### src/scm_pkg.sv
// Function
// - Halt with both halt enables low enters sleep; processor and sub clock stop.
// - In sleep the low-speed oscillator keeps running while the watchdog is enabled.
// - Halt with only the low enable set: processor off, low oscillator runs.
// - Halt with both enables set: processor off, both oscillators run.
// - Halt with only the high enable set: processor and low oscillator off.
// - Select codes 000 to 110 divide the high clock by 1 to 64; 111 picks sub.
// - The high halt enable keeps the high oscillator running during halt when one.
// - The low halt enable keeps the low oscillator running during halt when one.
// - Enabling the high oscillator clears its stable flag, then sets it once stable.
// - The stable flag is read-only: zero while unstable, one when stable.
// - The high oscillator enable is read-write, enables when one, resets to one.
// - Oscillator control bits 7 to 2 always read as zero.
// - Speed changes only via the select field; low-power entry only on halt.
// - A switch to slow operation completes only once the low oscillator is stable.
// - The sub clock is derived from the low-speed internal oscillator.
`default_nettype none
package scm_pkg;

  // ****************************************
  // Register map
  // ****************************************
  localparam logic [7:0] OFS_SYSCTL = 8'h00;
  localparam logic [7:0] OFS_INTERNAL_HIGH_SPEED_OSC   = 8'h04;
  localparam logic [7:0] OFS_INTSTS = 8'h08;
  localparam logic [7:0] OFS_INTMSK = 8'h0c;
  localparam logic [7:0] OFS_MODE   = 8'h10;

  // ****************************************
  // Fields
  // ****************************************
  localparam int SEL_LSB   = 5;
  localparam int HS_BIT    = 1;
  localparam int LS_BIT    = 0;
  localparam int STBL_BIT  = 1;
  localparam int HEN_BIT   = 0;
  localparam int NUM_EVT   = 4;
  localparam int EVT_STBL  = 0;
  localparam int EVT_HALT  = 1;
  localparam int EVT_WAKE  = 2;
  localparam int EVT_SWCH  = 3;

  localparam logic [2:0] SEL_SUB    = 3'h7;
  localparam logic [2:0] SEL_RST    = 3'h0;
  localparam logic       HEN_RST    = 1'h1;
  localparam logic [5:0] DIV_ONES   = 6'h3f;
  localparam logic [2:0] SEL_DIV_MAX = 3'h6;
  localparam int MODE_LSB  = 0;
  localparam int ASEL_LSB  = 4;

  // Operating state, Gray coded along run, idle and sleep.
  typedef enum logic [2:0] {
    ST_RUN   = 3'h0,
    ST_HALT_LOW_OSC_ONLY = 3'h1,
    ST_HALT_BOTH_OSC_ON = 3'h3,
    ST_HALT_HIGH_OSC_ONLY = 3'h2,
    ST_SLEEP = 3'h6
  } scm_mode_t;

endpackage
`default_nettype wire

### src/scm_clock_mode.sv
`timescale 1ns/10ps
`default_nettype none
module scm_clock_mode #(
  parameter int SETTLE_CYCLES = 256
) (
  // Clock and reset
  input  wire  logic        clk,
  input  wire  logic        rst_n,
  // APB slave
  input  wire  logic        psel,
  input  wire  logic        penable,
  input  wire  logic        pwrite,
  input  wire  logic [7:0]  paddr,
  input  wire  logic [31:0] pwdata,
  output var   logic [31:0] prdata,
  output var   logic        pready,
  output var   logic        pslverr,
  // Processor and system events
  input  wire  logic        haltReq,
  input  wire  logic        wakeReq,
  input  wire  logic        wdtEnable,
  // Low-speed oscillator
  input  wire  logic        lowOscTick,
  input  wire  logic        lowOscStable,
  // Clock enables, oscillator controls and interrupt
  output var   logic        sysClkEn,
  output var   logic        cpuClkEn,
  output var   logic        subClkEn,
  output var   logic        hsOscOn,
  output var   logic        lsOscOn,
  output var   logic        irq
);

  // ****************************************
  // State
  // ****************************************
  typedef struct packed {
    logic [31:0]                    rdata;
    logic                           ready;
    logic                           slverr;
    logic [2:0]                     clkSel;
    logic                           hsHaltEn;
    logic                           lsHaltEn;
    logic                           internal_high_speed_osc_enable;
    logic                           hircStable;
    logic [15:0]                    stabCnt;
    logic [2:0]                     activeSel;
    logic [5:0]                     divCnt;
    logic                           swArmed;
    scm_pkg::scm_mode_t             mode;
    logic [scm_pkg::NUM_EVT-1:0]    intSts;
    logic [scm_pkg::NUM_EVT-1:0]    intMsk;
    logic                           irq;
    logic                           sysClkEn;
    logic                           cpuClkEn;
    logic                           subClkEn;
    logic                           hsOscOn;
    logic                           lsOscOn;
  } scm_state_t;

  localparam logic [15:0] SETTLE_LAST = 16'(SETTLE_CYCLES - 1);

  logic [1:0]  rstSync;
  logic        rstSyncN;
  scm_state_t  st;
  scm_state_t  next_st;
  logic        wrEn;
  logic        access;
  logic        hsTick;
  logic        subTick;
  logic        curTick;
  logic        tgtTick;
  logic        tgtReady;
  logic        running;
  logic [31:0] rdMux;
  logic [scm_pkg::NUM_EVT-1:0] evt;

  // ****************************************
  // Reset release
  // ****************************************
  always_ff @(posedge clk or negedge rst_n) begin
    if (!rst_n) begin
      rstSync <= 2'h0;
    end else begin
      rstSync <= {rstSync[0], 1'h1};
    end
  end
  assign rstSyncN = rstSync[1];

  // ****************************************
  // Clock sources
  // ****************************************
  // High clock runs only when its oscillator is on and settled.
  always_comb begin
    hsTick  = 1'h0;
    subTick = lowOscTick & lowOscStable;
    if (st.hsOscOn && st.hircStable) begin
      hsTick = (st.divCnt & (scm_pkg::DIV_ONES >> (scm_pkg::SEL_DIV_MAX - st.activeSel)))
               == (scm_pkg::DIV_ONES >> (scm_pkg::SEL_DIV_MAX - st.activeSel));
    end
    curTick  = (st.activeSel == scm_pkg::SEL_SUB) ? subTick : hsTick;
    tgtReady = (st.clkSel == scm_pkg::SEL_SUB) ? lowOscStable
               : (st.hsOscOn && st.hircStable);
    tgtTick  = (st.clkSel == scm_pkg::SEL_SUB) ? subTick : 1'h1;
  end

  // ****************************************
  // Register read mux
  // ****************************************
  always_comb begin
    rdMux = 32'h0;
    case (paddr)
      scm_pkg::OFS_SYSCTL: begin
        rdMux[scm_pkg::SEL_LSB +: 3] = st.clkSel;
        rdMux[scm_pkg::HS_BIT]       = st.hsHaltEn;
        rdMux[scm_pkg::LS_BIT]       = st.lsHaltEn;
      end
      scm_pkg::OFS_INTERNAL_HIGH_SPEED_OSC: begin
        rdMux[scm_pkg::STBL_BIT] = st.hircStable;
        rdMux[scm_pkg::HEN_BIT]  = st.internal_high_speed_osc_enable;
      end
      scm_pkg::OFS_INTSTS: begin
        rdMux[scm_pkg::NUM_EVT-1:0] = st.intSts;
      end
      scm_pkg::OFS_INTMSK: begin
        rdMux[scm_pkg::NUM_EVT-1:0] = st.intMsk;
      end
      scm_pkg::OFS_MODE: begin
        rdMux[scm_pkg::MODE_LSB +: 3] = st.mode;
        rdMux[scm_pkg::ASEL_LSB +: 3] = st.activeSel;
      end
      default: begin
        rdMux = 32'h0;
      end
    endcase
  end

  // ****************************************
  // Next state
  // ****************************************
  always_comb begin
    next_st = st;
    evt     = '0;
    access  = psel & penable;
    wrEn    = access & st.ready & pwrite;
    running = (st.mode == scm_pkg::ST_RUN);

    // One wait state on every access; answer is registered.
    next_st.ready  = access & ~st.ready;
    next_st.rdata  = 32'h0;
    next_st.slverr = 1'h0;
    if (access && !st.ready) begin
      next_st.rdata  = pwrite ? 32'h0 : rdMux;
      next_st.slverr = (paddr != scm_pkg::OFS_SYSCTL) && (paddr != scm_pkg::OFS_INTERNAL_HIGH_SPEED_OSC)
                       && (paddr != scm_pkg::OFS_INTSTS) && (paddr != scm_pkg::OFS_INTMSK)
                       && (paddr != scm_pkg::OFS_MODE);
    end

    if (wrEn) begin
      case (paddr)
        scm_pkg::OFS_SYSCTL: begin
          next_st.clkSel   = pwdata[scm_pkg::SEL_LSB +: 3];
          next_st.hsHaltEn = pwdata[scm_pkg::HS_BIT];
          next_st.lsHaltEn = pwdata[scm_pkg::LS_BIT];
        end
        scm_pkg::OFS_INTERNAL_HIGH_SPEED_OSC: begin
          next_st.internal_high_speed_osc_enable = pwdata[scm_pkg::HEN_BIT];
          if (pwdata[scm_pkg::HEN_BIT] && !st.internal_high_speed_osc_enable) begin
            next_st.hircStable = 1'h0;
            next_st.stabCnt    = 16'h0;
          end
        end
        scm_pkg::OFS_INTMSK: begin
          next_st.intMsk = pwdata[scm_pkg::NUM_EVT-1:0];
        end
        default: begin
          next_st.clkSel = next_st.clkSel;
        end
      endcase
    end

    // Halt entry picks the mode from the two halt enables; wake returns to run.
    case (st.mode)
      scm_pkg::ST_RUN: begin
        if (haltReq) begin
          evt[scm_pkg::EVT_HALT] = 1'h1;
          case ({st.hsHaltEn, st.lsHaltEn})
            2'b00:   next_st.mode = scm_pkg::ST_SLEEP;
            2'b01:   next_st.mode = scm_pkg::ST_HALT_LOW_OSC_ONLY;
            2'b11:   next_st.mode = scm_pkg::ST_HALT_BOTH_OSC_ON;
            default: next_st.mode = scm_pkg::ST_HALT_HIGH_OSC_ONLY;
          endcase
        end
      end
      scm_pkg::ST_HALT_LOW_OSC_ONLY, scm_pkg::ST_HALT_BOTH_OSC_ON, scm_pkg::ST_HALT_HIGH_OSC_ONLY, scm_pkg::ST_SLEEP: begin
        if (wakeReq) begin
          next_st.mode           = scm_pkg::ST_RUN;
          evt[scm_pkg::EVT_WAKE] = 1'h1;
        end
      end
      default: begin
        next_st.mode = scm_pkg::ST_RUN;
      end
    endcase

    // Oscillator power follows the mode and the halt enables.
    case (next_st.mode)
      scm_pkg::ST_RUN: begin
        next_st.hsOscOn = next_st.internal_high_speed_osc_enable;
        next_st.lsOscOn = 1'h1;
      end
      scm_pkg::ST_SLEEP: begin
        next_st.hsOscOn = 1'h0;
        next_st.lsOscOn = wdtEnable;
      end
      default: begin
        next_st.hsOscOn = st.hsHaltEn & next_st.internal_high_speed_osc_enable;
        next_st.lsOscOn = st.lsHaltEn;
      end
    endcase

    // Settling counter restarts whenever the oscillator is off.
    if (!st.hsOscOn) begin
      next_st.hircStable = 1'h0;
      next_st.stabCnt    = 16'h0;
    end else if (!st.hircStable && next_st.internal_high_speed_osc_enable) begin
      if (st.stabCnt == SETTLE_LAST) begin
        next_st.hircStable       = 1'h1;
        evt[scm_pkg::EVT_STBL]   = 1'h1;
      end else begin
        next_st.stabCnt = st.stabCnt + 16'h1;
      end
    end
    next_st.divCnt = st.divCnt + 6'h1;

    // A source change has two steps: the old source ends its period (or is dead) and the
    // system clock pauses, then the live new source starts a fresh period at its own tick.
    if ((st.clkSel == st.activeSel) || !tgtReady) begin
      next_st.swArmed = 1'h0;
    end else if (st.swArmed) begin
      if (tgtTick) begin
        next_st.activeSel      = st.clkSel;
        next_st.divCnt         = 6'h0;
        next_st.swArmed        = 1'h0;
        evt[scm_pkg::EVT_SWCH] = 1'h1;
      end
    end else if (curTick || ((st.activeSel == scm_pkg::SEL_SUB) ? !lowOscStable
                             : !(st.hsOscOn && st.hircStable))) begin
      next_st.swArmed = 1'h1;
    end

    next_st.sysClkEn = curTick & running & ~st.swArmed;
    next_st.cpuClkEn = curTick & running & ~st.swArmed;
    next_st.subClkEn = subTick & (running || (st.mode == scm_pkg::ST_HALT_LOW_OSC_ONLY)
                                  || (st.mode == scm_pkg::ST_HALT_BOTH_OSC_ON));

    // Sticky status: a new event wins over a write-one clear.
    for (int i = 0; i < scm_pkg::NUM_EVT; i++) begin
      if (evt[i]) begin
        next_st.intSts[i] = 1'h1;
      end else if (wrEn && (paddr == scm_pkg::OFS_INTSTS) && pwdata[i]) begin
        next_st.intSts[i] = 1'h0;
      end
    end
    next_st.irq = |(next_st.intSts & next_st.intMsk);
  end

  // ****************************************
  // State register
  // ****************************************
  always_ff @(posedge clk or negedge rstSyncN) begin
    if (!rstSyncN) begin
      st            <= '0;
      st.clkSel     <= scm_pkg::SEL_RST;
      st.activeSel  <= scm_pkg::SEL_RST;
      st.internal_high_speed_osc_enable     <= scm_pkg::HEN_RST;
      st.mode       <= scm_pkg::ST_RUN;
      st.hsOscOn    <= 1'h1;
      st.lsOscOn    <= 1'h1;
    end else begin
      st <= next_st;
    end
  end

  assign prdata   = st.rdata;
  assign pready   = st.ready;
  assign pslverr  = st.slverr;
  assign sysClkEn = st.sysClkEn;
  assign cpuClkEn = st.cpuClkEn;
  assign subClkEn = st.subClkEn;
  assign hsOscOn  = st.hsOscOn;
  assign lsOscOn  = st.lsOscOn;
  assign irq      = st.irq;
endmodule
`default_nettype wire

### config.mk
export PLATFORM = sky130hd
export DESIGN_NAME = scm_clock_mode
export DESIGN_NICKNAME = d
export VERILOG_FILES = /design/src/scm_pkg.sv /design/src/scm_clock_mode.sv
export SDC_FILE = /design/constraint.sdc
export NUM_CORES = 1
export LEC_CHECK = 0
export ABC_AREA = 1
export BUFFER_PORTS_ARGS = -buffer_cell sky130_fd_sc_hd__clkbuf_2
export CELL_PAD_IN_SITES_DETAIL_PLACEMENT = 1
export CELL_PAD_IN_SITES_GLOBAL_PLACEMENT = 1
export CORE_MARGIN = 2
export CORE_UTILIZATION = 41
export CTS_BUF_LIST = sky130_fd_sc_hd__clkbuf_16
export DETAILED_ROUTE_END_ITERATION = 7
export PLACE_DENSITY = 0.86
export SLEW_MARGIN = 5
export SYNTH_ARGS = -nofsm -noshare
export SYNTH_HDL_FRONTEND = slang
export SYNTH_SLANG_ARGS = --single-unit
### constraint.sdc
create_clock -name clk -period 4.7 [get_ports clk]
set_clock_uncertainty 0.15 [all_clocks]
set_input_delay 0.705 -clock clk [delete_from_list [all_inputs] [get_ports clk]]
set_output_delay 0.705 -clock clk [all_outputs]
set_load 0.02 [all_outputs]
After elaboration in Yosys (flattened, before gate mapping)

Index checks and enable logic that the tools add are counted.

Memories kept: 0
Bits in writable memories: 0
Bits in latches: 0
Bits of input ports: 50
Logic and storage cells: 143
Bits in read-only memories: 0
Output and inout port bits: 40
Register bits after elaboration: 61

Equality and inequality tests: 20
Multiplexer cells: 52
Shift operators: 1
Reduce and logical (&&, ||, !) cells: 32
Multipliers: 0
Divide/modulo/power cells: 0
Bitwise logic cells: 14
$lt $le $gt $ge: 0
$add $sub $neg: 3

Operator list:

| kind                  | count |
|---|---|
| $mux 17               | 3 |
| $mux 18               | 2 |
| $mux 1                | 30 |
| $add 16x1->16 const B | 1 |
| $eq 16x8->1 const B   | 1 |
| $eq 8x4->1 const B    | 2 |
| $mux 16               | 1 |
| $mux 8                | 2 |
| $ne 8x4->1 const B    | 2 |
| $logic_and 1x1->1     | 13 |
| $eq 3x3->1 const B    | 4 |
| $mux 6                | 2 |
| $pmux 2 s5            | 1 |
| $and 1x1->1           | 9 |
| $pmux 3 s3            | 1 |
| $eq 8x3->1 const B    | 1 |
| $eq 8x5->1 const B    | 1 |
| $logic_not 8->1       | 1 |
| $mux 4                | 2 |
| $ne 8x3->1 const B    | 1 |
| $ne 8x5->1 const B    | 1 |
| $pmux 2 s2            | 2 |
| $reduce_bool 8->1     | 1 |
| $reduce_or 4->1       | 2 |
| 23 further kinds      | 36 |

Longest topological paths before layout

Gate-level depths: netlist of the first run.

Depth in word-level cells: 11
Gate-level depth with buffers: 12
Gate-level depth less buffers: 12

Worst setup path before layout of the first run

OpenSTA, ideal clock, no wires.

Path type: input -> register
Start point: input psel
End point: register st[38] in the netlist's numbering
Path buffers: 1
Stages on the path: 8
Library setup time: 0.132 ns
Data required time: 4.418 ns
Arrival: 1.713 ns
Path slack: 2.705 ns
Cell sequence: nand2_1 > nor2_1 > buf_2 > nand4_2 > inv_1 > o21ai_0 > nand2_1 > nor2_1

RTL lines:

| what                   | line                  | source |
|---|---|---|
| start: declaration     | scm_clock_mode.sv:10  | `input wire logic psel,` |
| end signal: assignment | scm_clock_mode.sv:281 | `st <= next_st;` |
| end: declaration       | scm_clock_mode.sv:65  | `scm_state_t st;` |

==> flow_summary.json, run 1 <==
{
  "setup_violations": 0,
  "powerDensity_nw_per_um2": 300,
  "cts_hold_buf": 0,
  "post_synth_num_cell_types": 39,
  "worstPathArrival_ns": 2.54,
  "grt_max_degree": 60,
  "dr_total_vias": 3321,
  "start_util_pct": 42.3,
  "cp-start-kind": "input port",
  "drc": 0,
  "crit_chain": "clkbuf_2 -> nand2_1 -> nor2_1 -> nand4_2 -> inv_1 -> o21ai_0 -> nand2_1 -> nor2_1",
  "clk_latency_ns": 0.32,
  "min_period_over_period_pct": 53.2,
  "die_area_um2": 9780,
  "syn2layout_area_growth_pct": 11.8,
  "hold_class": "in -> async",
  "syn_area_per_cell_um2": 7.27,
  "grt_first_pass_wirelength_mm": 16.6,
  "antenna_cells": 0,
  "h-tree-depth": 3,
  "gr-total-overflow": 0,
  "num_rows": 34,
  "cp_max_fo": 12,
  "synthTopCellsByArea": "dfrtp_1, nand2_1, nor2_1, buf_4, inv_1",
  "die_y_um": 98.9,
  "cts_buffers": 9,
  "grt_usage_pct": 20.9,
  "clkTransAtPathRegs_ns": 0.05,
  "ir_worst_vdd_uv": 193,
  "finalWirelength_mm": 9.74,
  "synth_top_area_share_pct": 39.3,
  "cts.sinks": 61,
  "die_x_um": 98.9,
  "synth_area_um2": 3690,
  "ys_seq_area_share_pct": 41.5,
  "yosysWarnings": 0,
  "clockBufferDepth": 2,
  "crit_type": "in -> reg",
  "maxSlewHeadroom_pct": 38.3,
  "most-common-layout-cells": "nand2_1, nor2_1, inv_1",
  "critPathMaxStageDelay_ns": 0.70,
  "drive_gt1_share_pct": 13.8,
  "dpl.hpwl_mm": 6.98,
  "drtAntennaViolNets": 0,
  "root_buffer": "clkbuf_16",
  "total_power_uw": 1240,
  "cts_resized": 0,
  "cap_violations": 0,
  "synth_cells": 508,
  "worstMarginPinSlew_ns": 0.922,
  "port_buffers": 40,
  "final_nets": 601,
  "grt_pass1_vias": 3497,
  "cp_slowest_cell": "nor2_1",
  "path_delay_family": "simple AND/OR/NAND/NOR gates",
  "end_kind": "flip-flop",
  "core_um2": 8720,
  "viasPerCell": 5.05,
  "tritoncts": "yes",
  "tns_ns": 0,
  "place_congestion": 0.824,
  "antenna_found_initial": 0,
  "final_common_cell": "nand2_1",
  "crit_buf_inv": 2,
  "first_pass_iters": 4,
  "min_period_ns": 2.50,
  "final_hold_viol_count": 0,
  "status": "complete, no violations",
  "leakagePower_uw": 0.00208,
  "rsz0062_at_grt": "false",
  "ys_ff_latch": 61,
  "report.final.slew_viol_count": 0,
  "drt-wirelength-per-cell_um": 14.8,
  "yosysTopAreaCell": "dfrtp_1",
  "critical_path_required_ns": 4.74,
  "postCtsSetupBuffers": 0,
  "io_pins": 90,
  "max_freq_mhz": 400,
  "dr.first_iter.drc_count": 96
}
-- area by class of cell --
| cell class | count | area, um2 |
|---|---|---|
| fillers | 1117 | 4600 |
| multi-input cells | 364 | 1710 |
| flip-flops and latches | 61 | 1530 |
| inverters | 68 | 255 |
| clock buffers | 9 | 225 |
| repair buffers | 41 | 208 |
| well taps | 108 | 135 |
| clock inverters | 7 | 56.3 |
-- cell usage after synthesis (all sizes together) --
library cell and instances:
nand3 40, inv 67, xor2 4, and3 1, nand3b 3, a32oi 1, buf 37, a211oi 1
nand4 11, dfstp 3, conb 2, and3b 1, nand2 148, clkinv 1, or2 2, ha 6
a22oi 1, clkbuf 1, nor4 2, a21oi 16, nor3 6, o21ai 23, dfrtp 58, xnor2 1
o211ai 1, nor2 71
-- path summary, 6_finish.rpt --
check	from	cells after the start	to	slack [ns]
worst max-delay path	pwrite	8	st[41]	2.20
max in group asynchronous	rstSync[1]	1	prdata[2]	3.61
worst min register to register	rstSync[0]	0	rstSync[1]	0.21
min in group clk	rstSync[0]	0	rstSync[1]	0.21
worst max register to register	pready	7	st[41]	2.30
worst min-delay path	rst_n	1	rstSync[1]	0.004
-- per-stage QoR --
stage	cells	worst slack, ns	utilization [%]	hold WS (ns)	area [um2]
after CTS	658	2.17	47.3	0.00421	4130
final	658	2.20	47.3	0.00417	4130
after floorplan	531	2.70	-	0.181	3780
after global routing	658	1.97	47.3	0.00131	4130
after global placement	642	1.87	44.1	0.188	3840
after detailed placement	642	1.82	44.1	0.186	3840
-- where the power goes --
part	internal, uW	switching [uW]
Combinational	16.4	55.7
Clock	401	232
Sequential	531	2.66
Total	948	290
-- metal layers --
metal  global-route usage (%)  part of all wire [%]
met5                        0                     0
met4                     7.27                   1.5
met3                     3.97                   4.7
met2                     35.0                    49
met1                     27.0                    45
-- worst register-to-register path, stage by stage, from the launching register on --
cell and delay, ns:
dfrtp_1 0.37, nand2_1 0.07, nor2_1 0.70, nand4_2 0.42, inv_1 0.32, o21ai_0 0.13
nand2_1 0.08, nor2_1 0.04
-- flip-flops by register name, summed over array words and instances (netlist names) --
name	flops
st	44
prdata	8
rstSync	2
cpuClkEn	1
hsOscOn	1
irq	1
lsOscOn	1
pready	1
pslverr	1
subClkEn	1
-- cells by family (layout without fill, tap and decap cells) --
group	count (synthesis)	count (layout)	share of synthesized area, %
AO/OA/AOI/OAI	43	43	6.14
XOR/XNOR	5	5	1.19
adder cells (fa/ha/maj)	6	6	2.03
buffers and inverters	106	125	14.4
flip-flops	61	61	41.5
other	2	25	0.203
AND/OR/NAND/NOR	285	285	34.5
(Power assumes the default switching activity.)
==> inputs of run 2 (changes only) <==
- ABC_AREA: 1 -> 0
- CORE_UTILIZATION: 41 -> 36
- PLACE_DENSITY: 0.86 -> 0.77
- clock period: 4.7 -> 2.17 ns (I/O delays scaled with it)
==> flow_summary.json, run 2 <==
{
  "status": "finished, violations left",
  "violations": "negative setup slack",
  "wl_met3_um": 366,
  "setup_violations": 12,
  "top_layer": "met4",
  "grt_first_pass_wirelength_mm": 16.1,
  "dr_total_vias": 3015,
  "cp-start-kind": "input port",
  "grt_max_degree": 36,
  "synth_edf_count": 0,
  "synth_area_um2": 3450,
  "crit_type": "in -> reg",
  "min_period_ns": 2.33,
  "met1_length_mm": 4.30,
  "clk_latency_ns": 0.33,
  "first_pass_iters": 4,
  "die_area_um2": 10400,
  "tritoncts": "yes",
  "tns_ns": -0.770,
  "yosysWarnings": 0,
  "ys_seq_area_share_pct": 44.3,
  "seqPwrFrac_pct": 42.3,
  "die_x_um": 102,
  "cp_slowest_cell": "or4_4",
  "whs_ns": 0.0543,
  "p_int_uw": 2160,
  "powerDensity_nw_per_um2": 644,
  "ys_ff_latch": 61,
  "worstPathArrival_ns": 2.39,
  "cp_max_fo": 7,
  "num_rows": 35,
  "die_y_um": 102,
  "core_um2": 9280,
  "cpMostUsedCell": "or4_4",
  "dr.first_iter.drc_count": 123,
  "max_freq_mhz": 430,
  "path_delay_family": "simple AND/OR/NAND/NOR gates",
  "yosys-top-cells-count": "dfrtp_1, buf_4, nor2_1, nand2_1, nand3_1",
  "end_kind": "flip-flop",
  "drc": 0,
  "critical_path_required_ns": 2.23,
  "cap_violations": 0,
  "grt_pass1_vias": 3047,
  "drive_gt1_share_pct": 32.6,
  "final_cell_area_um2": 4500,
  "total_power_uw": 2900,
  "synth_cells": 351,
  "dpl.hpwl_mm": 6.82,
  "crit_chain": "clkbuf_2 -> or4_4 -> or4_4 -> mux2_4 -> a22o_1 -> a221o_1",
  "drtAntennaViolNets": 0,
  "h-tree-depth": 3,
  "route.met2.wl_mm": 5.41,
  "critPathMaxStageDelay_ns": 0.60,
  "synthTopCellsByArea": "dfrtp_1, buf_4, nor2_1, nand3_1, dfstp_2",
  "combinationalPowerShare_pct": 10.3,
  "hold_class": "in -> reg",
  "drt-wirelength-per-cell_um": 18.1,
  "min_period_over_period_pct": 107,
  "synth_most_common_cell": "dfrtp_1",
  "cts_buffers": 9,
  "grt_usage_pct": 20.1,
  "clockBufferDepth": 2,
  "rsz0062_at_grt": "true",
  "synth_top_area_share_pct": 42.1,
  "post-place-cells": 535,
  "yosys_most_used_dff": "dfrtp_1",
  "p_switching_uw": 739,
  "report.final.slew_viol_count": 0,
  "start_util_pct": 37.2,
  "place_congestion": 0.917,
  "root_buffer": "clkbuf_16",
  "swShare_pct": 25.5,
  "finalWirelength_mm": 10.3,
  "clkTransAtPathRegs_ns": 0.05,
  "dpl_cell_area_um2": 3980,
  "most-common-layout-cells": "dfrtp_1, buf_4, clkbuf_2",
  "regMostFlops": "st",
  "crit_buf_inv": 1,
  "post_synth_num_cell_types": 56,
  "viasPerCell": 5.28,
  "worstMarginPinSlew_ns": 0.642,
  "port_buffers": 40,
  "yosysTopAreaCell": "dfrtp_1",
  "final_cells": 571,
  "worst_slack_ns": -0.157,
  "gr-total-overflow": 0,
  "synthArstFlopShare_pct": 100,
  "leakagePower_uw": 0.00205,
  "largest_reg_flops": 44,
  "maxSlewHeadroom_pct": 57.2,
  "antenna_found_initial": 0,
  "io_pins": 90,
  "final_hold_viol_count": 0,
  "syn2layout_area_growth_pct": 30.5,
  "ir_worst_vdd_uv": 456,
  "antenna_cells": 0,
  "syn_area_per_cell_um2": 9.83,
  "final_common_cell": "dfrtp_1",
  "clockPowerShare_pct": 47.5,
  "final_nets": 493,
  "cts.sinks": 61
}
==> run 2: cell types whose count changed in the layout (fill, tap and decap cells not counted), sizes merged, moves of 7 or more <==
cell and delta:
and2 +7, buf +53, inv -54, mux2 +13
nand2 -128, nand3 -24, nand4 -8, nor2 -46
nor2b +8, nor4 +11, o21ai -12
==> run 2: power by group through the flow <==
stage          combinational [uW]  clock (uW)  sequential, uW
6_report                      297        1380            1230
5_1_grt                       326        1450            1230
4_1_cts                       292        1390            1230
3_5_place_dp                  286           0            1240
3_3_place_gp                  278           0            1240
2_1_floorplan                 178           0            1260
==> run 2: cell type report <==
class	instances	area (um2)
clock buffer	9	225
clock inverter	7	58.8
fill	1067	4780
inverter	12	45.0
multi-input combinational	257	1800
sequential	61	1530
tap	129	161
timing repair buffer	96	683
==> run 2: worst paths after layout <==
path	slack (ns)	startpoint	cells past startpoint	to
max	-0.16	paddr[5]	6	irq
max reg2reg	-0.14	pready	6	irq
max in group asynchronous	1.05	rstSync[1]	1	st[44]
min in group asynchronous	0.14	rstSync[1]	0	st[23]
min reg2reg	0.14	rstSync[1]	0	st[23]
min	0.05	pwdata[5]	2	st[47]
==> run 2: routing by layer <==
| layer | global-route usage, % | vias up |
|---|---|---|
| li1 | - | 1392 |
| met1 | 25.4 | 1523 |
| met2 | 33.9 | 82 |
| met3 | 3.35 | 18 |
| met4 | 9.33 | 0 |
| met5 | 0 | - |
==> run 2: timing repair <==
| item | 4_1_cts | 5_1_grt |
|---|---|---|
| resized for setup | 3 | 16 |
| gates cloned | 2 | 0 |
| endpoints found under the hold margin | 2 | 0 |
| hold buffers | 1 | 0 |
| setup endpoints to repair | 14 | 23 |
| pin swaps | 7 | 14 |
| setup buffers | 8 | 11 |
==> run 2: cell families (layout without fill, tap and decap cells) <==
kind of cell,count (synthesis),after routing,synth area share (%)
adders and majority gates,6,6,2.18
xor gates and xnor gates,9,9,2.28
DFF,61,61,44.3
AOI/OAI and AO/OA,65,66,13.6
other,2,25,0.218
muxes,17,17,5.62
and+or+nand+nor,134,134,21.5
buffers and inverters,57,124,10.2
==> run 2: stage by stage <==
step	worst slack [ns]	utilization [%]
2_1_floorplan	-0.363	-
3_3_place_gp	-0.379	42.9
3_5_place_dp	-0.418	42.9
4_1_cts	-0.0737	47.1
5_1_grt	-0.207	48.5
6_report	-0.157	48.5
==> run 2: worst reg2reg max path: stages, from the launching register on <==
cell	delay, ns
dfrtp_1	0.35
nand4_1	0.20
buf_4	0.21
or4_4	0.46
mux2_4	0.33
a22o_1	0.22
a221o_1	0.26
